<file path="src/tsense_defines.vh">
// constants for the two-channel temperature sensor serial front end
`ifndef TSENSE_DEFINES_VH
`define TSENSE_DEFINES_VH
`define CMD_RD_LOC_TEMP 8'h00
`define CMD_RD_REM_TEMP 8'h01
`define CMD_RD_STATUS 8'h02
`define CMD_RD_CONFIG 8'h03
`define CMD_RD_RATE 8'h04
`define CMD_RD_LOC_HI 8'h05
`define CMD_RD_LOC_LO 8'h06
`define CMD_RD_REM_HI 8'h07
`define CMD_RD_REM_LO 8'h08
`define CMD_WR_CONFIG 8'h09
`define CMD_WR_RATE 8'h0A
`define CMD_WR_LOC_HI 8'h0B
`define CMD_WR_LOC_LO 8'h0C
`define CMD_WR_REM_HI 8'h0D
`define CMD_WR_REM_LO 8'h0E
`define CMD_ONE_SHOT 8'h0F
`define CMD_RD_MFG_ID 8'hFE
`define CMD_RD_DEV_ID 8'hFF
`define ALERT_RESP_ADDR 7'h0C
`define HI_LIMIT_RST 8'h7F
`define LO_LIMIT_RST 8'hC9
`define CONFIG_RST 8'h00
`define RATE_RST 8'h02
`define CMD_PTR_RST 8'h00
`define CFG_MASK_BIT 7
`define TEMP_MAX_CODE 8'h7F
`define TEMP_MIN_CODE 8'hBF
`define ST_LOC_HI_BIT 6
`define ST_LOC_LO_BIT 5
`define ST_REM_HI_BIT 4
`define ST_REM_LO_BIT 3
`define ST_OPEN_BIT 2
`define ST_BUSY_BIT 7
`endif

</file>
<file path="src/temp_encode.v">
// rounds, clamps and encodes one raw temperature reading
`timescale 1ns/1ps
`default_nettype none
`include "tsense_defines.vh"
module temp_encode #(
    parameter RAW_W = 12
) (
    input wire [RAW_W-1:0] raw_q4,
    input wire shorted,
    output reg [7:0] code
);
    // ****************************************
    // round half up then saturate
    // ****************************************
    reg signed [RAW_W:0] sum;
    reg signed [RAW_W-2:0] whole;
    always @* begin
        sum = $signed({raw_q4[RAW_W-1], raw_q4}) + $signed({{(RAW_W-1){1'b0}}, 2'b10});
        whole = sum[RAW_W:2];
        if (shorted)
            code = 8'h00;
        else if (whole > 127)
            code = `TEMP_MAX_CODE;
        else if (whole < -65)
            code = `TEMP_MIN_CODE;
        else
            code = whole[7:0];
    end
endmodule
`default_nettype wire

</file>
<file path="src/tsense_smbus.v">
// serial slave, register file and alarm logic of the temperature sensor
`timescale 1ns/1ps
`default_nettype none
`include "tsense_defines.vh"
module tsense_smbus #(
    parameter RAW_W = 12,
    parameter [6:0] SLAVE_ADDR = 7'h18,
    parameter [7:0] MFG_ID = 8'h5A,  // arbitrary value
    parameter [7:0] DEV_ID = 8'h21   // arbitrary value
) (
    input wire clk_sys,
    input wire resetn,
    input wire scl_in,
    input wire sda_in,
    output reg sda_oe_n,
    output reg alert_oe_n,
    input wire [RAW_W-1:0] loc_raw_q4,
    input wire [RAW_W-1:0] rem_raw_q4,
    input wire conv_start,
    input wire conv_done,
    input wire conv_busy,
    input wire diode_open_det,
    input wire remote_short_det,
    output wire one_shot_req,
    output wire [7:0] config_out,
    output wire [7:0] rate_out
);
    // ****************************************
    // pin synchronisers
    // ****************************************
    reg scl_m_r, scl_s_r, scl_d_r, sda_m_r, sda_s_r, sda_d_r;
    reg open_m_r, open_s_r;
    always @(posedge clk_sys) begin
        if (!resetn) begin
            scl_m_r <= 1'b1; scl_s_r <= 1'b1; scl_d_r <= 1'b1;
            sda_m_r <= 1'b1; sda_s_r <= 1'b1; sda_d_r <= 1'b1;
            open_m_r <= 1'b0; open_s_r <= 1'b0;
        end else begin
            scl_m_r <= scl_in; scl_s_r <= scl_m_r; scl_d_r <= scl_s_r;
            sda_m_r <= sda_in; sda_s_r <= sda_m_r; sda_d_r <= sda_s_r;
            open_m_r <= diode_open_det; open_s_r <= open_m_r;
        end
    end
    wire scl_rise = scl_s_r & ~scl_d_r;
    wire scl_fall = ~scl_s_r & scl_d_r;
    wire start_ev = scl_s_r & scl_d_r & ~sda_s_r & sda_d_r;
    wire stop_ev = scl_s_r & scl_d_r & sda_s_r & ~sda_d_r;

    // ****************************************
    // temperature encoding
    // ****************************************
    wire [7:0] loc_code, rem_code;
    temp_encode #(.RAW_W(RAW_W)) u_loc (.raw_q4(loc_raw_q4), .shorted(1'b0), .code(loc_code));
    temp_encode #(.RAW_W(RAW_W)) u_rem (.raw_q4(rem_raw_q4), .shorted(remote_short_det), .code(rem_code));

    // ****************************************
    // registers
    // ****************************************
    // two readings and four limit registers
    reg [7:0] loc_temp_r, rem_temp_r, loc_hi_r, loc_lo_r, rem_hi_r, rem_lo_r;
    reg [7:0] config_r, rate_r, cmd_ptr_r;
    reg [4:0] flags_r;
    reg alert_r;
    assign config_out = config_r;
    assign rate_out = rate_r;
    wire [7:0] status = {conv_busy, flags_r[4:1], flags_r[0], 2'b00};

    reg [7:0] rd_data;
    always @* begin
        case (cmd_ptr_r)
            `CMD_RD_LOC_TEMP: rd_data = loc_temp_r;
            `CMD_RD_REM_TEMP: rd_data = rem_temp_r;
            `CMD_RD_STATUS: rd_data = status;
            `CMD_RD_CONFIG: rd_data = config_r;
            `CMD_RD_RATE: rd_data = rate_r;
            `CMD_RD_LOC_HI: rd_data = loc_hi_r;
            `CMD_RD_LOC_LO: rd_data = loc_lo_r;
            `CMD_RD_REM_HI: rd_data = rem_hi_r;
            `CMD_RD_REM_LO: rd_data = rem_lo_r;
            `CMD_RD_MFG_ID: rd_data = MFG_ID;
            `CMD_RD_DEV_ID: rd_data = DEV_ID;
            default: rd_data = 8'h00;
        endcase
    end

    // ****************************************
    // serial slave state machine
    // ****************************************
    localparam S_IDLE = 3'd0, S_ADDR = 3'd1, S_AACK = 3'd2, S_WBYTE = 3'd3;
    localparam S_WACK = 3'd4, S_RBYTE = 3'd5, S_RACK = 3'd6, S_SKIP = 3'd7;
    reg [2:0] state_r;
    reg [3:0] bit_cnt_r;
    reg [7:0] shift_r;
    reg [1:0] byte_idx_r;
    reg ara_r;
    reg ack_drive_r;
    reg wr_pulse_r, ptr_pulse_r;
    reg [7:0] wr_cmd_r, wr_data_r;
    reg ara_done_r;

    always @(posedge clk_sys) begin
        if (!resetn) begin
            state_r <= S_IDLE;
            bit_cnt_r <= 4'h0;
            shift_r <= 8'h00;
            byte_idx_r <= 2'd0;
            ara_r <= 1'b0;
            ack_drive_r <= 1'b0;
            sda_oe_n <= 1'b1;
            wr_pulse_r <= 1'b0;
            ptr_pulse_r <= 1'b0;
            wr_cmd_r <= 8'h00;
            wr_data_r <= 8'h00;
            ara_done_r <= 1'b0;
        end else begin
            wr_pulse_r <= 1'b0;
            ptr_pulse_r <= 1'b0;
            ara_done_r <= 1'b0;
            if (stop_ev) begin
                state_r <= S_IDLE;
                sda_oe_n <= 1'b1;
            end else if (start_ev) begin
                state_r <= S_ADDR;
                bit_cnt_r <= 4'h0;
                byte_idx_r <= 2'd0;
                sda_oe_n <= 1'b1;
            end else begin
                case (state_r)
                    S_ADDR, S_WBYTE: begin
                        if (scl_rise) begin
                            shift_r <= {shift_r[6:0], sda_s_r};
                            bit_cnt_r <= bit_cnt_r + 4'h1;
                        end else if (scl_fall && bit_cnt_r == 4'h8) begin
                            bit_cnt_r <= 4'h0;
                            if (state_r == S_ADDR) begin
                                if (shift_r[7:1] == SLAVE_ADDR) begin
                                    ara_r <= 1'b0;
                                    sda_oe_n <= 1'b0;
                                    state_r <= S_AACK;
                                end else if (shift_r[7:1] == `ALERT_RESP_ADDR && shift_r[0] && alert_r) begin
                                    ara_r <= 1'b1;
                                    sda_oe_n <= 1'b0;
                                    state_r <= S_AACK;
                                end else
                                    state_r <= S_SKIP;
                            end else begin
                                sda_oe_n <= 1'b0;
                                state_r <= S_WACK;
                                if (byte_idx_r == 2'd0) begin
                                    wr_cmd_r <= shift_r;
                                    ptr_pulse_r <= 1'b1;
                                end else begin
                                    wr_data_r <= shift_r;
                                    wr_pulse_r <= 1'b1;
                                end
                                if (byte_idx_r != 2'd3)
                                    byte_idx_r <= byte_idx_r + 2'd1;
                            end
                        end
                    end
                    S_AACK: begin
                        if (scl_fall) begin
                            if (shift_r[0]) begin
                                shift_r <= ara_r ? {SLAVE_ADDR, 1'b1} : rd_data;
                                sda_oe_n <= ara_r ? SLAVE_ADDR[6] : rd_data[7];
                                bit_cnt_r <= 4'h1;
                                state_r <= S_RBYTE;
                            end else begin
                                sda_oe_n <= 1'b1;
                                state_r <= S_WBYTE;
                            end
                        end
                    end
                    S_WACK: begin
                        if (scl_fall) begin
                            sda_oe_n <= 1'b1;
                            state_r <= S_WBYTE;
                        end
                    end
                    S_RBYTE: begin
                        if (scl_fall) begin
                            if (bit_cnt_r == 4'h8) begin
                                sda_oe_n <= 1'b1;
                                state_r <= S_RACK;
                            end else begin
                                sda_oe_n <= shift_r[7 - bit_cnt_r[2:0]];
                                bit_cnt_r <= bit_cnt_r + 4'h1;
                            end
                        end
                    end
                    S_RACK: begin
                        if (scl_rise) begin
                            // alert answered, clear whatever the master acks
                            ara_done_r <= ara_r;
                            state_r <= S_SKIP;
                        end
                    end
                    default: sda_oe_n <= 1'b1;
                endcase
            end
        end
    end

    // ****************************************
    // register writes, readings and alarms
    // ****************************************
    // one shot fires on the command byte alone, in any protocol that sends it
    assign one_shot_req = ptr_pulse_r & (shift_r == `CMD_ONE_SHOT);
    wire [3:0] trip = {$signed(loc_temp_r) >= $signed(loc_hi_r), $signed(loc_temp_r) <= $signed(loc_lo_r),
                       $signed(rem_temp_r) >= $signed(rem_hi_r), $signed(rem_temp_r) <= $signed(rem_lo_r)};
    reg started_r;
    always @(posedge clk_sys) begin
        if (!resetn) begin
            loc_hi_r <= `HI_LIMIT_RST;
            rem_hi_r <= `HI_LIMIT_RST;
            loc_lo_r <= `LO_LIMIT_RST;
            rem_lo_r <= `LO_LIMIT_RST;
            loc_temp_r <= 8'h00;
            rem_temp_r <= 8'h00;
            config_r <= `CONFIG_RST;
            rate_r <= `RATE_RST;
            cmd_ptr_r <= `CMD_PTR_RST;
            flags_r <= 5'h00;
            started_r <= 1'b0;
            alert_r <= 1'b0;
            alert_oe_n <= 1'b1;
        end else begin
            if (ptr_pulse_r)
                cmd_ptr_r <= shift_r;
            if (wr_pulse_r) begin
                case (wr_cmd_r)
                    `CMD_WR_CONFIG: config_r <= {shift_r[7:6], 6'h00};
                    `CMD_WR_RATE: rate_r <= shift_r;
                    `CMD_WR_LOC_HI: loc_hi_r <= shift_r;
                    `CMD_WR_LOC_LO: loc_lo_r <= shift_r;
                    `CMD_WR_REM_HI: rem_hi_r <= shift_r;
                    `CMD_WR_REM_LO: rem_lo_r <= shift_r;
                    default: cmd_ptr_r <= cmd_ptr_r;
                endcase
            end
            if (conv_done) begin
                loc_temp_r <= loc_code;
                rem_temp_r <= rem_code;
            end
            if (conv_start) begin
                started_r <= 1'b1;
                flags_r[0] <= open_s_r;
            end
            flags_r[4:1] <= trip;
            if (ara_done_r)
                alert_r <= 1'b0;
            else if (!config_r[`CFG_MASK_BIT] && ((|trip) || (started_r && flags_r[0])))
                alert_r <= 1'b1;
            alert_oe_n <= ~(alert_r & ~ara_done_r);
        end
    end
endmodule
`default_nettype wire

</file>
<file path="config.mk">
export PLATFORM = sky130hd
export DESIGN_NAME = tsense_smbus
export DESIGN_NICKNAME = d
export VERILOG_FILES = /design/src/temp_encode.v /design/src/tsense_smbus.v
export VERILOG_INCLUDE_DIRS = /design/src
export SDC_FILE = /design/constraint.sdc
export NUM_CORES = 1
export LEC_CHECK = 0
export ABC_AREA = 1
export BUFFER_PORTS_ARGS = -buffer_cell sky130_fd_sc_hd__buf_2
export CAP_MARGIN = 20
export CORE_UTILIZATION = 50
export DETAILED_ROUTE_END_ITERATION = 7
export PLACE_DENSITY = 0.72
export SYNTH_ARGS = -nofsm -noshare
export SYNTH_HDL_FRONTEND = slang
export SYNTH_SLANG_ARGS = --single-unit
</file>
<file path="constraint.sdc">
create_clock -name clk_sys -period 2.3 [get_ports clk_sys]
set_input_delay 0.69 -clock clk_sys [delete_from_list [all_inputs] [get_ports clk_sys]]
set_output_delay 0.69 -clock clk_sys [all_outputs]
set_load 0.01 [all_outputs]
</file>
Word-level counts from Yosys, hierarchy flattened
Cells that the tools add are included.

Bits in registers: 112. Input port bits: 33. Output and inout bits: 19. Logic and storage cells: 220.

$add $sub $neg: 5. Order comparisons: 9. Eq/ne operators: 50. Multiplexer cells: 59. Bitwise operators: 23. Reduce and logical (&&, ||, !) cells: 40.

Operators with widths (number): $mux W8 (12); $pmux W8 S11 (1); $eq A8 B4 Y1 const B (8); $mux W3 (11); $eq A8 B3 Y1 const B (4); $lt A32 B4 Y1 const B (1); $mux W4 (7); $reduce_and A7 Y1 (4); $ne A3 B3 Y1 const B (9); $add A12 B3 Y13 const B (2); $ne A2 B2 Y1 const B (12); $gt A11 B8 Y1 const B (2); $lt A11 B8 Y1 const B (2); $mux W1 (17); $eq A8 B2 Y1 const B (2); $eq A8 B8 Y1 const B (2); $ge A8 B8 Y1 (2); $le A8 B8 Y1 (2); $pmux W8 S2 (1); $reduce_and A8 Y1 (2); $pmux W3 S5 (1); $not A1 Y1 (14); $mux W2 (6); $pmux W4 S3 (1); other kinds (33) (61).

Logic depth before layout (Yosys ltp)
Gate-level depths: netlist of run 1.

Depth after elaboration: 10. Gate-level depth with buffers: 15. Gate-level depth less buffers: 15.

Hierarchy
From an unflattened synthesis of run 1, not the netlist that was laid out.

Cell total of the unflattened synthesis: 1099. Area, all modules: 7394.6 µm².

By module, submodules not included: tsense_smbus (instances 1, cells each 907, area an instance 6376.1 µm², seq. area each 2242.2 µm²); temp_encode (instances 2, cells each 96, area an instance 509.2 µm², seq. area each 0.0 µm²).

Worst setup path before layout of run 1
Ideal clock, no wire load.

Path type: in2reg. Start: input loc_raw_q4[1]. End: register loc_temp_r[1]. Library setup time: 0.109 ns. Arrival time: 1.796 ns. Required time: 2.191 ns. Slack: 0.395 ns. Cell stages on the path: 12. Path buffers: 0. Cell sequence: ha_1 nand2_1 nor2_2 nand2_1 nand2_1 nand2_1 nor3_2 nand2_1 nand2_2 nand3_1 nand2_1 inv_1.

Longest elaborated chain between the ends: 4. Elaborated cells between the ends (all ways): 5. Those cells by class: 1 x add/sub; 2 x order compare; 2 x mux.

RTL lines: start, declared (RTL line tsense_smbus.v:17) `input wire [RAW_W-1:0] loc_raw_q4,`; $add A12 B3 Y13 * (RTL line temp_encode.v:18) `sum = $signed({raw_q4[RAW_W-1], raw_q4}) + $signed({{(RAW_W-1){1'b0}}, 2'b10});`; $lt A11 B8 Y1 (RTL line temp_encode.v:24) `else if (whole < -65)`; $mux W8 (RTL line temp_encode.v:24); $mux W8 * (RTL line temp_encode.v:22) `else if (whole > 127)`; end signal, assigned (RTL line tsense_smbus.v:242) `loc_temp_r <= loc_code;`; end, declared (RTL line tsense_smbus.v:60) `reg [7:0] loc_temp_r, rem_temp_r, loc_hi_r, loc_lo_r, rem_hi_r, rem_lo_r;`.

Every way passes the cells marked *; elsewhere a longest branch is shown, timed or not. A chain may end at the register's enable or synchronous reset.

Worst setup path after layout of run 1
Start: register shift_r[5]. End: output one_shot_req.

Longest elaborated chain between the ends: 2.

RTL lines: start, declared (RTL line tsense_smbus.v:93) `reg [7:0] shift_r;`; start signal, assigned (RTL line tsense_smbus.v:131) `shift_r <= {shift_r[6:0], sda_s_r};`; start signal, assigned (RTL line tsense_smbus.v:164) `shift_r <= ara_r ? {SLAVE_ADDR, 1'b1} : rd_data;`; $eq A8 B4 Y1 (no source line); $and A1 B1 Y1 (RTL line tsense_smbus.v:208) `` assign one_shot_req = ptr_pulse_r & (shift_r == `CMD_ONE_SHOT); ``; end, declared (RTL line tsense_smbus.v:24) `output wire one_shot_req,`.

No other way between the ends.

==> results of run 1 <==
[routing by layer]
| layer | track usage | routed length [um] | up-vias |
|---|---|---|---|
| met5 | 0 | 0 | - |
| met4 | 0.0918 | 448 | 0 |
| met3 | 0.0524 | 1040 | 28 |
| met2 | 0.401 | 7700 | 191 |
| met1 | 0.350 | 8590 | 2953 |
| li1 | - | - | 3474 |
[worst max path at each step]
stage | slack (ns) | endpoint | cells past startpoint
after floorplan | 0.40 | loc_temp_r[1] | 12
final | 0.05 | one_shot_req | 5
after detailed placement | 0.18 | rem_temp_r[3] | 11
after global routing | -0.008 | one_shot_req | 5
after global placement | 0.19 | loc_temp_r[4] | 13
after CTS | 0.03 | one_shot_req | 5
[report_power, final]
group / switching (mW) / internal (mW)
clock: 0.716 / 1.06
sequential: 0.139 / 2.08
combinational: 1.06 / 0.492
[worst max-delay path, cell delays in order, from the launching register on]
cell and delay [ns]:
dfxtp_2 0.34, nor4_4 0.32, inv_1 0.09, nor4_2 0.18, buf_4 0.17, buf_6 0.09
[what timing repair did]
action                                  4_1_cts  5_1_grt
endpoints found under the setup margin        1        1
hold buffers                                  0        0
buffers inserted                              0        0
resized for setup                             2        5
pin swaps                                     0        0
gates cloned                                  0        0
[stage by stage]
stage | setup WS, ns | cell area, um^2 | utilization | cells | total power, mW
after detailed placement | 0.177 | 7450 | 0.551 | 1252 | 3.74
after CTS | 0.0326 | 7800 | 0.577 | 1268 | 5.53
after floorplan | 0.395 | 7060 | - | 1051 | 3.20
final | 0.0545 | 7800 | 0.578 | 1268 | 5.54
after global routing | -0.00789 | 7800 | 0.578 | 1268 | 5.83
after global placement | 0.194 | 7450 | 0.551 | 1252 | 3.72
[layout make-up]
class / instances / area, um^2 / share of cell area
clock buffer: 9 / 225 / 0.0289
clock inverter: 7 / 110 / 0.0141
inverter: 161 / 604 / 0.0774
timing repair buffer: 62 / 377 / 0.0483
multi-input combinational: 741 / 4020 / 0.516
tap: 176 / 220 / 0.0282
sequential: 112 / 2240 / 0.288
[kinds of logic (layout without fill, tap and decap cells)]
kind of cell	Yosys count	count (layout)	synth area share
buf+inv	198	239	0.115
compound gates	201	201	0.165
flops	112	112	0.318
fa+ha+maj	38	38	0.0675
other cells	1	6	0.000533
xor+xnor	4	4	0.00498
simple gates	492	492	0.329
[cells in the final DEF, fill, tap and decap left out, drive strengths merged]
cell type  synthesis  routed
a211oi            14      14
a21boi             3       3
a21oi             88      88
and3               1       1
buf               19      62
bufinv             0       3
clkbuf            18       9
clkinv             1       5
conb               1       6
dfxtp            112     112
ha                38      38
inv              160     160
nand2            261     261
nand3             75      75
nand3b             4       4
nand4             15      15
nor2             104     104
nor3              21      21
nor4               4       4
o211ai            24      24
o21a               4       4
o21ai             62      62
o21bai             4       4
o22ai              2       2
or2                7       7
xnor2              2       2
xor2               2       2
[state kept, by name, indices dropped and copies added, names as in the netlist, 2 cells and up]
signal      flops
cmd_ptr_r       8
loc_hi_r        8
loc_lo_r        8
loc_temp_r      8
rate_out        8
rem_hi_r        8
rem_lo_r        8
rem_temp_r      8
shift_r         8
wr_cmd_r        8
flags_r         5
bit_cnt_r       4
state_r         3
byte_idx_r      2
config_out      2
==> flow_summary.yaml, run 1 <==
pwr:
  leakagePower_nw: 3.80
  vdd_ir_drop_max_mv: 0.620
  p_per_area_mw_per_mm2: 710
floorplan:
  die_h_um: 121
  fp.dieW_um: 121
  rows: 42
  initial_core_util: 0.521
  io_pins: 52
  die_area_mm2: 0.0146
  design.core.area_mm2: 0.0135
sta:
  timing.fmax_mhz: 445
  maxSlewViolCount: 0
  max_slew_margin: 0.555
  finalSetupTns_ns: 0
  finClkSkew_ns: 0.00581
  whs_ns: 0.417
  finalHoldViolCount: 0
  worst_pin_slew_ns: 0.662
  final.period_utilization: 0.976
  setup_viol: 0
  fin_crit_ns: 2.25
  rsz0062_at_grt: "yes"
job:
  max_cap_violations: 0
worst_setup_path:
  r2r_slack_ns: 0.36
  worstPathArrival_ns: 1.56
  critPathMaxFanout: 2
  reg2reg_from: "bit_cnt_r[0]"
  end_kind: "output pin"
  required_ns: 1.61
  worstSetupPathType: "reg2out"
  r2r_end: "state_r[0]"
  r2r_cells: 13
  startpoint: "shift_r[5]"
  crit_path_start_kind: "flop"
logic_synthesis:
  synth_common_cells: "250 x nand2_1, 149 x inv_1, 112 x dfxtp_1"
  yosysMostFrequentCell: "nand2_1"
  yosysTopAreaCell: "dfxtp_1"
  syn-cell-area_mm2: 0.00704
  synthFlopType: "dfxtp_1"
  avgSynthCellArea_um2: 6.73
  seq_area_frac_synth: 0.318
  synthCells: 1046
  yosysWarnings: 0
  synth_edf_count: 0
  synthArstFlopShare: 0
  synth_largest_type_area_fraction: 0.318
  ys_ff_latch: 112
  synth.area.top_cells: "dfxtp_1 32%, nand2_1 13%, inv_1 7.9%"
  post_synth_num_cell_types: 48
hold_path:
  worstHoldPathType: "reg2reg"
  worstHoldEndpoint: "open_s_r"
  hold_depth: 2
  min_from: "open_m_r"
drt:
  routedWlPerCell_um: 14.0
  num_vias: 6646
  first_pass_iters: 4
  ant_nets: 0
  dr.first_iter.drc_count: 547
  drt_wl_total_um: 17800
  drc: 0
  viasPerCell: 5.24
cts:
  clockBufferDepth: 2
  clk_latency_ns: 0.36
  cts_sinks: 112
  cts_buffers: 9
  cts_tree: "built"
  htree_levels: 3
  cts_root_buffer: "clkbuf_16"
  clk_pin_slew_ns: 0.07
placement:
  place_congestion: 0.934
  dp_hpwl_um: 13500
  io_buffers: 43
global_routing:
  antenna_found_initial: 0
  grt_pass1_vias: 5934
  overflow: 0
  grt_max_degree: 42
  grt_pass1_wl_um: 29000
  track_usage: 0.257
finish:
  antennaDiodeCount: 0
  drive_gt1_frac: 0.135
  fin_nets: 1158
  area_growth_pct: 10.8
  nFillCells: 1348
run_status:
  status: "complete, no violations"
Power figures use the tool's default switching activity.
==> inputs of run 2 (changes only) <==
--- a/config.mk
+++ b/config.mk
@@ -8,10 +8,9 @@
 export LEC_CHECK = 0
 export ABC_AREA = 1
 export BUFFER_PORTS_ARGS = -buffer_cell sky130_fd_sc_hd__buf_2
-export CAP_MARGIN = 20
-export CORE_UTILIZATION = 50
+export CORE_UTILIZATION = 58
 export DETAILED_ROUTE_END_ITERATION = 7
-export PLACE_DENSITY = 0.72
+export PLACE_DENSITY = 0.81
 export SYNTH_ARGS = -nofsm -noshare
 export SYNTH_HDL_FRONTEND = slang
 export SYNTH_SLANG_ARGS = --single-unit
==> flow_summary.yaml, run 2 (synthesis results as in run 1) <==
run_status:
  status: "finished, violations left"
  violations: "DRC"
sta:
  finClkSkew_ns: 0.00346
  finalSetupTns_ns: 0
  fin_crit_ns: 2.22
  finalHoldViolCount: 0
  timing.fmax_mhz: 450
  final.period_utilization: 0.966
  maxSlewViolCount: 0
  rsz0062_at_grt: "no"
  setup_viol: 0
  max_slew_margin: 0.580
  worst_pin_slew_ns: 0.625
finish:
  postLayoutCoreUtil: 0.658
  antennaDiodeCount: 0
  finalInstanceArea_mm2: 0.00765
  fin_nets: 1157
  drive_gt1_frac: 0.128
  layout_common_cells: "250 x nand2_1, 149 x inv_1, 111 x dfxtp_1, 89 x nor2_1, 87 x a21oi_1"
  mostFrequentLayoutCell: "nand2_1"
  area_growth_pct: 8.58
cts:
  htree_levels: 3
  cts_hold_buf: 0
  cts_setup_buffers: 0
  clk_latency_ns: 0.35
  cts_buffers: 9
  cts_tree: "built"
  cts_root_buffer: "clkbuf_16"
  cts_sinks: 112
  clockBufferDepth: 2
  clk_pin_slew_ns: 0.07
floorplan:
  io_pins: 52
  die_h_um: 112
  initial_core_util: 0.606
  design.core.area_mm2: 0.0116
  rows: 39
  fp.dieW_um: 112
  die_area_mm2: 0.0126
placement:
  io_buffers: 43
  dp_hpwl_um: 13400
  place_congestion: 0.951
  placed_cell_area_mm2: 0.00738
pwr:
  p_seq_frac: 0.432
  intPower_mw: 3.28
  leakagePower_nw: 3.74
  pwr-share-comb: 0.297
  total_power_mw: 5.11
  vdd_ir_drop_max_mv: 0.476
  p_clk_frac: 0.270
  p_sw_mw: 1.83
  switching_share: 0.359
  p_per_area_mw_per_mm2: 669
global_routing:
  grt_max_degree: 42
  grt_pass1_wl_um: 29000
  overflow: 0
  antenna_found_initial: 0
  track_usage: 0.289
  grt_pass1_vias: 5961
worst_setup_path:
  required_ns: 1.61
  end_kind: "output pin"
  critPathMaxFanout: 2
  r2r_slack_ns: 0.35
  worstSetupPathType: "reg2out"
  reg2reg_from: "bit_cnt_r[0]"
  worstPathArrival_ns: 1.53
  r2r_end: "state_r[0]"
  r2r_cells: 13
  crit_path_start_kind: "flop"
drt:
  routedWlPerCell_um: 14.3
  first_pass_iters: 8
  viasPerCell: 5.46
  drc: 2
  ant_nets: 0
  num_vias: 6722
  drt_wl_total_um: 17600
  dr.first_iter.drc_count: 715
job:
  max_cap_violations: 0
hold_path:
  hold_depth: 2
  min_from: "open_m_r"
  worstHoldPathType: "reg2reg"
  worstHoldEndpoint: "open_s_r"
## run 2: how the worst max path moves through the flow
stage	from	end	slack, ns
after detailed placement	loc_raw_q4[1]	loc_temp_r[0]	0.07
final	shift_r[5]	one_shot_req	0.08
after global routing	shift_r[5]	one_shot_req	0.006
after CTS	shift_r[3]	one_shot_req	0.05
after global placement	loc_raw_q4[1]	loc_temp_r[2]	0.13
after floorplan	loc_raw_q4[1]	loc_temp_r[1]	0.40
## run 2: critical path: stages, from the launching register on
cell and delay [ns]:
dfxtp_2 0.33, nor4_4 0.30, inv_1 0.09, nor4_2 0.18, buf_4 0.17, buf_4 0.11
## run 2: repair_timing
item,CTS,global route
pin swaps,0,1
hold endpoints to repair,0,0
resized for setup,2,2
endpoints found under the setup margin,1,1
## run 2: per-stage QoR
step	std cells	hold WS, ns	worst slack, ns
6_report	1231	0.416	0.0790
5_1_grt	1231	0.450	0.00551
4_1_cts	1231	0.421	0.0468
3_5_place_dp	1218	0.405	0.0732
3_3_place_gp	1218	0.393	0.135
2_1_floorplan	1051	0.380	0.395
## run 2: layer usage
metal,vias up,GRT usage,share of wire
met4,0,0.111,0.024
met2,236,0.442,0.43
met1,2984,0.411,0.48
met5,-,0,0
li1,3468,-,-
met3,34,0.0448,0.066
## run 2: power by group through the flow
stage / combinational (mW) / sequential (mW) / clock (mW)
after global placement: 1.46 / 2.23 / 0
after global routing: 1.67 / 2.23 / 1.48
final: 1.52 / 2.21 / 1.38
after CTS: 1.49 / 2.21 / 1.40
after detailed placement: 1.48 / 2.24 / 0
after floorplan: 0.994 / 2.20 / 0
## run 2: cell type report
type	instances	area, um^2
fillers	1054	3970
clock inverters	2	10.0
flip-flops and latches	112	2240
repair buffers	61	353
well taps	143	179
inverters	161	604
multi-input cells	741	4020
clock buffers	11	233
